## config.mk

```make
export PLATFORM = sky130hd
export DESIGN_NAME = pulse_module_prover
export DESIGN_NICKNAME = d
export VERILOG_FILES = /design/src/prover_pkg.sv /design/src/detector_filter.sv /design/src/pulse_module_prover.sv
export SDC_FILE = /design/constraint.sdc
export NUM_CORES = 1
export LEC_CHECK = 0
export ABC_CLOCK_PERIOD_IN_PS = 3400
export BUFFER_PORTS_ARGS = -buffer_cell sky130_fd_sc_hd__buf_4
export CAP_MARGIN = 20
export CORE_MARGIN = 4
export CORE_UTILIZATION = 47
export DETAILED_ROUTE_END_ITERATION = 6
export GPL_ROUTABILITY_DRIVEN = 0
export GPL_TIMING_DRIVEN = 0
export PLACE_DENSITY_LB_ADDON = 0.2
export SLEW_MARGIN = 20
export SYNTH_ARGS = -nofsm -noshare
export SYNTH_HDL_FRONTEND = slang
export SYNTH_SLANG_ARGS = --single-unit
```

## constraint.sdc

```tcl
create_clock -name clk -period 3.4 [get_ports clk]
set_input_delay 0.68 -clock clk [delete_from_list [all_inputs] [get_ports clk]]
set_output_delay 0.68 -clock clk [all_outputs]
set_load 0.1 [all_outputs]
```

## src/prover_pkg.sv

```systemverilog
// Functional notes
// RL1 - detector triggers come from hardware detector pins or a software trigger command
// RL2 - any level change on a detector pin counts as a trigger
// RL3 - whole pulse counting starts at first trigger after arming, stops at second
// RL4 - after an accepted transition further transitions are ignored for the filter interval
// RL5 - proving counts one selected pulse input only, chosen by a selector
// RL6 - host resets before each prove; reset clears totals and arms the block
// RL7 - communication loss during a prove flags the counts invalid
// RL8 - interpolation timestamps are always produced alongside the whole count
// RL9 - falling detector edge raises an event carrying a timebase timestamp
// RL10 - two indicator outputs show firmware, programming, erasing and detector activity
// RL11 - master meter input selection only applies when software trigger is enabled
// RL12 - two detector inputs together gate accumulation
// RL13 - present contact level of each detector is reported open or closed
// RL14 - after reset command the state reads armed
// RL15 - after first transition the state reads counting while accumulating
// RL16 - after second transition state reads complete, counts held until next reset
// RL17 - power-up or comm loss during prove zeroes counts, state invalid
// RL18 - filter interval is set in milliseconds, measured from the accepted trigger
// RL19 - an accepted software trigger returns its control to idle by itself
// RL20 - reset command clears whole counts, interpolation data and pending alarms
// RL21 - filter is a cycle down-counter loaded on acceptance, masking while non-zero
package prover_pkg;
    localparam int unsigned CLK_HZ = 100_000_000;
    localparam int unsigned MS_PER_S = 1000;
    localparam int unsigned CYC_PER_MS_DFLT = CLK_HZ / MS_PER_S;
    localparam int unsigned BLINK_MS = 250;
    localparam int unsigned BLINK_CYC_DFLT = BLINK_MS * CYC_PER_MS_DFLT;
    localparam int unsigned N_DET = 2;
    localparam int unsigned N_PULSE = 4;
    localparam int unsigned TS_W = 32;
    localparam int unsigned CNT_W = 32;
    localparam int unsigned FMS_W = 8;
    localparam int unsigned DEB_W = 32;
    localparam logic DET_RST_LVL = 1'h1;

    typedef enum logic [1:0] {
        ST_INVALID = 2'h0,
        ST_ARMED = 2'h1,
        ST_COUNTING = 2'h2,
        ST_COMPLETE = 2'h3
    } prove_state_t;

    typedef enum logic [1:0] {
        FW_RUN = 2'h0,
        FW_NONE = 2'h1,
        FW_PROG = 2'h2,
        FW_ERASE = 2'h3
    } fw_mode_t;
endpackage : prover_pkg

```

## src/detector_filter.sv

```systemverilog
`timescale 1ns/100ps
`default_nettype none
module detector_filter #(
    parameter int unsigned CYC_PER_MS = prover_pkg::CYC_PER_MS_DFLT,
    parameter int unsigned FMS_W = prover_pkg::FMS_W
) (
    input wire logic clk,
    input wire logic arst_n,
    input wire logic det_pin,
    input wire logic [FMS_W-1:0] filter_ms,
    output logic level,
    output logic trig,
    output logic fall
);
    localparam int DW = prover_pkg::DEB_W;
    logic s1_r, s2_r, acc_r, trig_r, fall_r;
    logic [DW-1:0] cnt_r, cnt_nxt, load_w;
    logic take_w;

    // pin synchroniser; only s2_r is looked at
    always_ff @(posedge clk or negedge arst_n) begin
        if (!arst_n) begin
            s1_r <= prover_pkg::DET_RST_LVL;
            s2_r <= prover_pkg::DET_RST_LVL;
        end else begin
            s1_r <= det_pin;
            s2_r <= s1_r;
        end
    end

    // either direction of change is a trigger, but only once the mask has run out
    assign take_w = (s2_r != acc_r) && (cnt_r == '0); // RL2 RL4
    // filter time in ms turned into module clock cycles
    assign load_w = DW'(filter_ms) * DW'(CYC_PER_MS); // RL18
    assign cnt_nxt = take_w ? load_w : ((cnt_r != '0) ? cnt_r - 1'b1 : cnt_r); // RL21

    // a change that ends during the mask is still seen afterwards if the level stayed
    always_ff @(posedge clk or negedge arst_n) begin
        if (!arst_n) begin
            acc_r <= prover_pkg::DET_RST_LVL;
            cnt_r <= '0;
            trig_r <= 1'h0;
            fall_r <= 1'h0;
        end else begin
            acc_r <= take_w ? s2_r : acc_r;
            cnt_r <= cnt_nxt;
            trig_r <= take_w;
            fall_r <= take_w & ~s2_r;
        end
    end

    assign level = s2_r;
    assign trig = trig_r;
    assign fall = fall_r;
endmodule : detector_filter
`default_nettype wire

```

## src/pulse_module_prover.sv

```systemverilog
`timescale 1ns/100ps
`default_nettype none
module pulse_module_prover #(
    parameter int unsigned N_PULSE = prover_pkg::N_PULSE,
    parameter int unsigned SEL_W = $clog2(N_PULSE),
    parameter int unsigned FMS_W = prover_pkg::FMS_W,
    parameter int unsigned CYC_PER_MS = prover_pkg::CYC_PER_MS_DFLT,
    parameter int unsigned BLINK_CYC = prover_pkg::BLINK_CYC_DFLT
) (
    input wire logic clk,
    input wire logic arst_n,
    input wire logic [prover_pkg::N_DET-1:0] det_pin,
    input wire logic [N_PULSE-1:0] pulse_pin,
    input wire logic [SEL_W-1:0] meter_sel,
    input wire logic [SEL_W-1:0] master_sel,
    input wire logic master_mode,
    input wire logic sw_trig_en,
    input wire logic sw_trig,
    input wire logic reset_cmd,
    input wire logic comm_lost,
    input wire logic [FMS_W-1:0] filter_ms,
    input wire logic [1:0] fw_mode,
    output logic [1:0] prove_state,
    output logic [prover_pkg::CNT_W-1:0] whole_count,
    output logic count_alarm,
    output logic [prover_pkg::TS_W-1:0] start_ts,
    output logic [prover_pkg::TS_W-1:0] stop_ts,
    output logic [prover_pkg::TS_W-1:0] pre_pulse_ts,
    output logic [prover_pkg::TS_W-1:0] last_pulse_ts,
    output logic [prover_pkg::TS_W-1:0] post_pulse_ts,
    output logic fall_evt,
    output logic fall_det,
    output logic [prover_pkg::TS_W-1:0] fall_ts,
    output logic [prover_pkg::N_DET-1:0] contact_closed,
    output logic sw_trig_pend,
    output logic det_led,
    output logic switch_indicator_led
);
    localparam int TW = prover_pkg::TS_W;
    localparam int CW = prover_pkg::CNT_W;
    localparam int ND = prover_pkg::N_DET;
    localparam int BW = $clog2(BLINK_CYC + 1);
    localparam logic [BW-1:0] BLINK_LAST = BW'(BLINK_CYC - 1);

    prover_pkg::prove_state_t state_r, state_nxt;
    logic [ND-1:0] det_trig_w, det_fall_w;
    logic [N_PULSE-1:0] pls_s1_r, pls_s2_r, pls_s3_r;
    logic [SEL_W-1:0] sel_w;
    logic rise_w, run_w, lost_w, clr_w, sw_acc_w, trig_w, start_w, stop_w;
    logic cnt_en_w, cnt_max_w, post_seen_r;
    logic [TW-1:0] tb_r;
    logic [CW-1:0] whole_r;
    logic alarm_r, sw_pend_r, fall_evt_r, fall_det_r;
    logic [TW-1:0] start_ts_r, stop_ts_r, pre_ts_r, last_ts_r, post_ts_r, fall_ts_r;
    logic [BW-1:0] blink_r;
    logic phase_r, tick_w, det_led_r, sw_led_r, det_led_nxt, sw_led_nxt;
    logic [ND-1:0] act_r;
    prover_pkg::fw_mode_t fw_w;

    // one filter per detector contact
    for (genvar i = 0; i < ND; i++) begin : g_det // RL12
        detector_filter #(
            .CYC_PER_MS(CYC_PER_MS),
            .FMS_W(FMS_W)
        ) u_filt (
            .clk(clk),
            .arst_n(arst_n),
            .det_pin(det_pin[i]),
            .filter_ms(filter_ms),
            .level(contact_closed[i]), // RL13
            .trig(det_trig_w[i]),
            .fall(det_fall_w[i])
        );
    end

    // pulse pins pass two flops; the third stage only feeds edge detection
    always_ff @(posedge clk or negedge arst_n) begin
        if (!arst_n) begin
            pls_s1_r <= '0;
            pls_s2_r <= '0;
            pls_s3_r <= '0;
        end else begin
            pls_s1_r <= pulse_pin;
            pls_s2_r <= pls_s1_r;
            pls_s3_r <= pls_s2_r;
        end
    end

    // master meter input only counts when software triggering is enabled
    assign sel_w = (master_mode && sw_trig_en) ? master_sel : meter_sel; // RL11
    assign rise_w = pls_s2_r[sel_w] & ~pls_s3_r[sel_w]; // RL5

    // trigger source: software command or hardware contacts, never both
    assign run_w = (state_r == prover_pkg::ST_ARMED) || (state_r == prover_pkg::ST_COUNTING);
    assign sw_acc_w = sw_trig_en && sw_pend_r && run_w; // RL1
    assign trig_w = sw_trig_en ? sw_acc_w : (|det_trig_w); // RL1 RL12
    assign lost_w = comm_lost && run_w; // RL7
    assign clr_w = reset_cmd || lost_w; // RL6 RL17
    assign start_w = !clr_w && trig_w && (state_r == prover_pkg::ST_ARMED);
    assign stop_w = !clr_w && trig_w && (state_r == prover_pkg::ST_COUNTING);
    // a pulse edge in the stop cycle is left out of the run
    assign cnt_en_w = !clr_w && !stop_w && rise_w && (state_r == prover_pkg::ST_COUNTING);
    assign cnt_max_w = &whole_r;

    // prove sequencer; reset command beats a communication loss
    always_comb begin
        state_nxt = state_r;
        if (reset_cmd) begin
            state_nxt = prover_pkg::ST_ARMED; // RL6 RL14
        end else if (lost_w) begin
            state_nxt = prover_pkg::ST_INVALID; // RL7 RL17
        end else begin
            unique case (state_r)
                prover_pkg::ST_INVALID: state_nxt = prover_pkg::ST_INVALID;
                prover_pkg::ST_ARMED: begin
                    if (trig_w) state_nxt = prover_pkg::ST_COUNTING; // RL3 RL15
                end
                prover_pkg::ST_COUNTING: begin
                    if (trig_w) state_nxt = prover_pkg::ST_COMPLETE; // RL3 RL16
                end
                prover_pkg::ST_COMPLETE: state_nxt = prover_pkg::ST_COMPLETE; // RL16
            endcase
        end
    end

    // power-up shows invalid data until the first reset command
    always_ff @(posedge clk or negedge arst_n) begin
        if (!arst_n) state_r <= prover_pkg::ST_INVALID; // RL17
        else state_r <= state_nxt;
    end

    // free-running timebase at the module clock
    always_ff @(posedge clk or negedge arst_n) begin
        if (!arst_n) tb_r <= '0;
        else tb_r <= tb_r + 1'b1;
    end

    // whole pulse accumulator and its overflow alarm; counter saturates
    always_ff @(posedge clk or negedge arst_n) begin
        if (!arst_n) begin
            whole_r <= '0;
            alarm_r <= 1'h0;
        end else if (clr_w) begin
            whole_r <= '0; // RL17 RL20
            alarm_r <= 1'h0; // RL20
        end else if (cnt_en_w) begin
            whole_r <= cnt_max_w ? whole_r : whole_r + 1'b1; // RL3
            alarm_r <= alarm_r | cnt_max_w;
        end
    end

    // pulse and detector timestamps for interpolation around each detector
    always_ff @(posedge clk or negedge arst_n) begin
        if (!arst_n) begin
            start_ts_r <= '0;
            stop_ts_r <= '0;
            pre_ts_r <= '0;
            last_ts_r <= '0;
            post_ts_r <= '0;
            post_seen_r <= 1'h0;
        end else if (clr_w) begin
            start_ts_r <= '0; // RL20
            stop_ts_r <= '0;
            pre_ts_r <= '0;
            last_ts_r <= '0;
            post_ts_r <= '0;
            post_seen_r <= 1'h0;
        end else begin
            if (start_w) start_ts_r <= tb_r; // RL8
            if (stop_w) stop_ts_r <= tb_r; // RL8
            if (rise_w && state_r == prover_pkg::ST_ARMED) pre_ts_r <= tb_r;
            if (cnt_en_w) last_ts_r <= tb_r;
            if (rise_w && state_r == prover_pkg::ST_COMPLETE && !post_seen_r) begin
                post_ts_r <= tb_r; // RL8
                post_seen_r <= 1'h1;
            end
        end
    end

    // software trigger stays pending until taken or until sw_trig_en drops; a new command wins over the clear on taking, not over sw_trig_en low
    always_ff @(posedge clk or negedge arst_n) begin
        if (!arst_n) sw_pend_r <= 1'h0;
        else if (!sw_trig_en) sw_pend_r <= 1'h0;
        else if (sw_trig) sw_pend_r <= 1'h1;
        else if (sw_acc_w) sw_pend_r <= 1'h0; // RL19
    end

    // falling detector edge event, stamped with the timebase
    always_ff @(posedge clk or negedge arst_n) begin
        if (!arst_n) begin
            fall_evt_r <= 1'h0;
            fall_det_r <= 1'h0;
            fall_ts_r <= '0;
        end else begin
            fall_evt_r <= |det_fall_w; // RL9
            if (|det_fall_w) begin
                fall_ts_r <= tb_r; // RL9
                fall_det_r <= ~det_fall_w[0]; // detector 0 wins a tie
            end
        end
    end

    // blink timebase for the indicators
    assign tick_w = (blink_r == '0);
    always_ff @(posedge clk or negedge arst_n) begin
        if (!arst_n) begin
            blink_r <= BLINK_LAST;
            phase_r <= 1'h0;
        end else begin
            blink_r <= tick_w ? BLINK_LAST : blink_r - 1'b1;
            phase_r <= tick_w ? ~phase_r : phase_r;
        end
    end

    // indicator patterns; in normal running each lamp blinks on its own activity
    assign fw_w = prover_pkg::fw_mode_t'(fw_mode);
    assign det_led_nxt = (fw_w == prover_pkg::FW_ERASE) ? 1'h1 :
                         (fw_w != prover_pkg::FW_RUN) ? phase_r :
                         (act_r[0] ? (det_led_r ^ tick_w) : 1'h0); // RL10
    assign sw_led_nxt = (fw_w == prover_pkg::FW_ERASE) ? 1'h1 :
                        (fw_w == prover_pkg::FW_NONE) ? phase_r :
                        (fw_w == prover_pkg::FW_PROG) ? ~phase_r :
                        (act_r[1] ? (sw_led_r ^ tick_w) : 1'h0); // RL10

    // activity latches hold until the next blink tick; a new trigger wins over the clear
    always_ff @(posedge clk or negedge arst_n) begin
        if (!arst_n) begin
            act_r <= '0;
            det_led_r <= 1'h0;
            sw_led_r <= 1'h0;
        end else begin
            act_r[0] <= det_trig_w[0] | (act_r[0] & ~tick_w);
            act_r[1] <= det_trig_w[1] | sw_acc_w | (act_r[1] & ~tick_w);
            det_led_r <= det_led_nxt;
            sw_led_r <= sw_led_nxt;
        end
    end

    assign prove_state = state_r;
    assign whole_count = whole_r;
    assign count_alarm = alarm_r;
    assign start_ts = start_ts_r;
    assign stop_ts = stop_ts_r;
    assign pre_pulse_ts = pre_ts_r;
    assign last_pulse_ts = last_ts_r;
    assign post_pulse_ts = post_ts_r;
    assign fall_evt = fall_evt_r;
    assign fall_det = fall_det_r;
    assign fall_ts = fall_ts_r;
    assign sw_trig_pend = sw_pend_r;
    assign det_led = det_led_r;
    assign switch_indicator_led = sw_led_r;
endmodule : pulse_module_prover
`default_nettype wire

```

==> results.sh <==
export IMPL_placed_cells_incl_taps=2545
export IMPL_postLayoutCoreUtil_pct=59.48
export IMPL_vias_per_cell=5.399
export IMPL_diodes=0
export IMPL_hold_ws_ns=0.1379
export IMPL_routed_via_count=14179
export IMPL_syn_nets=1871
export IMPL_first_global_vias=14221
export IMPL_core_area_um2=37670
export IMPL_antenna_left=0
export IMPL_synth_area_leaders="dfrtp_1 50%, nand2_1 6.0%, ha_1 4.3%, mux2i_1 4.1%, xnor2_1 4.0%"
export IMPL_gr_max_usage_layer="met2"
export IMPL_p_per_area_nw_per_um2=511.5
export IMPL_fp_row_count=71
export IMPL_final_setup_viol_count=6
export IMPL_cp_cell_sequence="buf_8 > ha_4 > ha_4 > inv_2 > fa_1 > inv_2 > fa_1 > ha_4 > nor2b_4 > o31a_1 > o211ai_1 > a21oi_2 > mux2i_2 > o21a_1 > a2bb2oi_2"
export IMPL_critPathArrivalTime_ns=3.99
export IMPL_switching_share_pct=30.33
export IMPL_hold_violations=0
export IMPL_synth_most_common_cell="dfrtp_1"
export IMPL_wire_per_inst_um=18.72
export IMPL_remaining_drc_errors=0
export IMPL_cts_num_sinks=379
export IMPL_ys_ff_latch=379
export IMPL_synth_top_cell_by_area="dfrtp_1"
export IMPL_drive_above_1_share_pct=22.22
export IMPL_power_internal_mw=7.983
export IMPL_track_usage_pct=23.50
export IMPL_maxSlewViolCount=0
export IMPL_p_seq_share_pct=40.4
export IMPL_crit_slowest_cell="fa_1"
export IMPL_yosysWarnings=0
export IMPL_cap_viol_max_count=0
export IMPL_total_leakage_power_nw=10.62
export IMPL_fin_skew_ns=0.02141
export IMPL_worst_setup_path_end_kind="register"
export IMPL_syn_mean_instance_area_um2=10.13
export IMPL_cts_buffers_inserted=41
export IMPL_dpl_instance_area_um2=20760
export IMPL_firstDrtPassIters=5
export IMPL_switchingPower_mw=3.476
export IMPL_wl_mm=49.16
export IMPL_cp_required_ns=3.83
export IMPL_die_w_um=203.4
export IMPL_dieHeight_um=203.4
export IMPL_crit_type="in2reg"
export IMPL_use_met1_pct=33.10
export IMPL_critical_path_buf_inv_count=3
export IMPL_die_area_um2=41350
export IMPL_start_util_pct=47.62
export IMPL_dp_hpwl_mm=35.58
export IMPL_outcome="finished with violations"
export IMPL_use_met3_pct=5.104
export IMPL_period_minus_slack_ns=3.551
export IMPL_synth_distinct_cells=64
export IMPL_hold_path_class="in2async"
export IMPL_io_buffer_count=260
export IMPL_startpoint_type="input port"
export IMPL_synth_cells=1771
export IMPL_grt_pass1_wl_mm=78.05
export IMPL_final_cell_area_um2=22400
export IMPL_max_stage_delay_ns=0.51
export IMPL_grt_util_met2_pct=36.82
export IMPL_clkSlewWorstSetupHoldPaths_ns=0.06
export IMPL_yosysSeqAreaShare_pct=53.03
export IMPL_clockBufferDepth=3
export IMPL_slew_limit_headroom_pct=26.94
export IMPL_finalWorstSetupSlack_ns=-0.1513
export IMPL_root_buffer="clkbuf_16"
export IMPL_vdd_drop_max_v=0.0003736
export IMPL_nets=2184
export IMPL_worst_slew_pin_slew_ns=1.088
export IMPL_max_freq_mhz=281.6
export IMPL_area_growth_pct=24.90
export IMPL_synthFlopType="dfrtp_1"
export IMPL_ys_async_sr_fraction_pct=100.0
export IMPL_n_fill_cell=3243
export IMPL_violations="setup timing"
export IMPL_critPathTopFamily="adder cells"
export IMPL_antenna_found_initial=2
export IMPL_cts_tree="done"
export IMPL_synth_top_cell_area_share_pct=49.67
export IMPL_yosys_top_cells_count="356 x dfrtp_1, 288 x nand2_1, 171 x nor2_1, 108 x a21oi_1, 85 x clkbuf_1"
export IMPL_clk_latency_ns=0.57
export IMPL_crit_fanout=4
export IMPL_synth_cell_area_um2=17940
export IMPL_synth_edf_count=0
export IMPL_stdcell_count=2626
export IMPL_drtIter0Drc=950
export IMPL_p_clk_share_pct=39.3
export IMPL_min_period_over_period_pct=104.5
export IMPL_finalSetupTns_ns=-0.4439
export IMPL_cpMostUsedCell="ha_4"
export IMPL_io_pins=261
export IMPL_power_frac_comb_pct=20.3
export IMPL_grt_max_degree=101
export IMPL_globalRouteOverflowTotal=0
export IMPL_rsz0062_at_grt="yes"
export IMPL_htreeDepth=2
path summary, 6_finish.rpt:
path	startpoint	to	slack, ns	depth (start not counted)
worst min register to register	pls_s1_r[0]	pls_s2_r[0]	0.35	0
worst min-delay path	arst_n	whole_count[2]	0.14	1
max in group asynchronous	arst_n	pre_pulse_ts[22]	2.27	2
worst max register to register	g_det[1].u_filt.cnt_r[0]	g_det[1].u_filt.cnt_r[14]	0.26	10
worst max-delay path	filter_ms[2]	g_det[1].u_filt.cnt_r[23]	-0.15	15
min in group clk	pulse_pin[1]	pls_s1_r[1]	0.22	1
layer usage:
metal	wire length, um	share of wire, %	up-vias
met1	21700	44	6985
met2	22550	46	436
met4	1561	3.2	2
met3	3341	6.8	90
li1	-	-	6666
met5	13	0.026	-
worst register-to-register path: cells and delay by family, from the launching register on:
family	cells	cell delay, ns
and+or+nand+nor	5	1.65
buffers and inverters	3	0.58
DFF	1	0.41
AOI/OAI and AO/OA	1	0.23
adders and majority gates	1	0.16
cells by family after synthesis:
group,Yosys count,synth area share (%)
compound gates,225,7.066
xor+xnor,139,6.787
fa+ha+maj,73,5.594
buf+inv,137,3.055
flops,379,53.03
mux,103,5.950
simple gates,715,18.51
flip-flops by register name (all words and copies together) (netlist names), 4 cells and up:
| register | flops |
|---|---|
| pre_pulse_ts | 32 |
| g_det.u_filt.cnt_r | 64 |
| blink_r | 25 |
| stop_ts | 32 |
| pls_s2_r | 4 |
| fall_ts | 32 |
| last_pulse_ts | 32 |
| post_pulse_ts | 32 |
| pls_s1_r | 4 |
| pls_s3_r | 4 |
| whole_count | 32 |
| tb_r | 32 |
| start_ts | 32 |
stage by stage:
| stage | power [mW] | worst slack (ns) |
|---|---|---|
| after floorplan | 6.078 | -0.3541 |
| after global placement | 6.734 | -2.046 |
| after detailed placement | 6.775 | -0.8035 |
| after CTS | 11.37 | -0.06352 |
| after global routing | 11.94 | -0.1943 |
| final | 11.46 | -0.1513 |
power groups by stage:
stage | Clock (mW) | Sequential [mW] | Combinational (mW)
floorplan | 0 | 4.96 | 1.12
global placement | 0 | 4.71 | 2.02
detailed placement | 0 | 4.71 | 2.06
CTS | 4.59 | 4.63 | 2.14
global route | 4.79 | 4.64 | 2.51
finish | 4.50 | 4.64 | 2.32
cell type report:
type / instances / area (um^2) / area share (%)
Clock buffer: 63 / 1190 / 5.311
Multi-Input combinational cell: 1255 / 8227 / 36.72
Buffer: 104 / 427.9 / 1.910
Inverter: 32 / 120.1 / 0.5361
Timing Repair Buffer: 271 / 2125 / 9.483
Sequential cell: 379 / 9513 / 42.46
Clock inverter: 11 / 162.7 / 0.7260
Tap cell: 511 / 639.4 / 2.854
cell usage in the layout (no fill, tap or decap), drive strengths merged, types with 16 or more instances in the layout:
master and n:
a21oi 108, and3 18, buf 287, clkbuf 151
dfrtp 356, dfstp 23, ha 61, inv 34
mux2 29, mux2i 74, nand2 288, nand3 60
nand4 22, nor2 171, nor3 41, nor4 31
o21ai 68, or3 17, or4 16, xnor2 81
xor2 58
what timing repair did:
action	4_1_cts	5_1_grt
setup buffers	6	2
cloned	0	0
setup endpoints to repair	39	25
hold endpoints to repair	0	0
hold buffers	0	0
resized for setup	15	38
pin swaps	14	13
(Power assumes the default switching activity.)
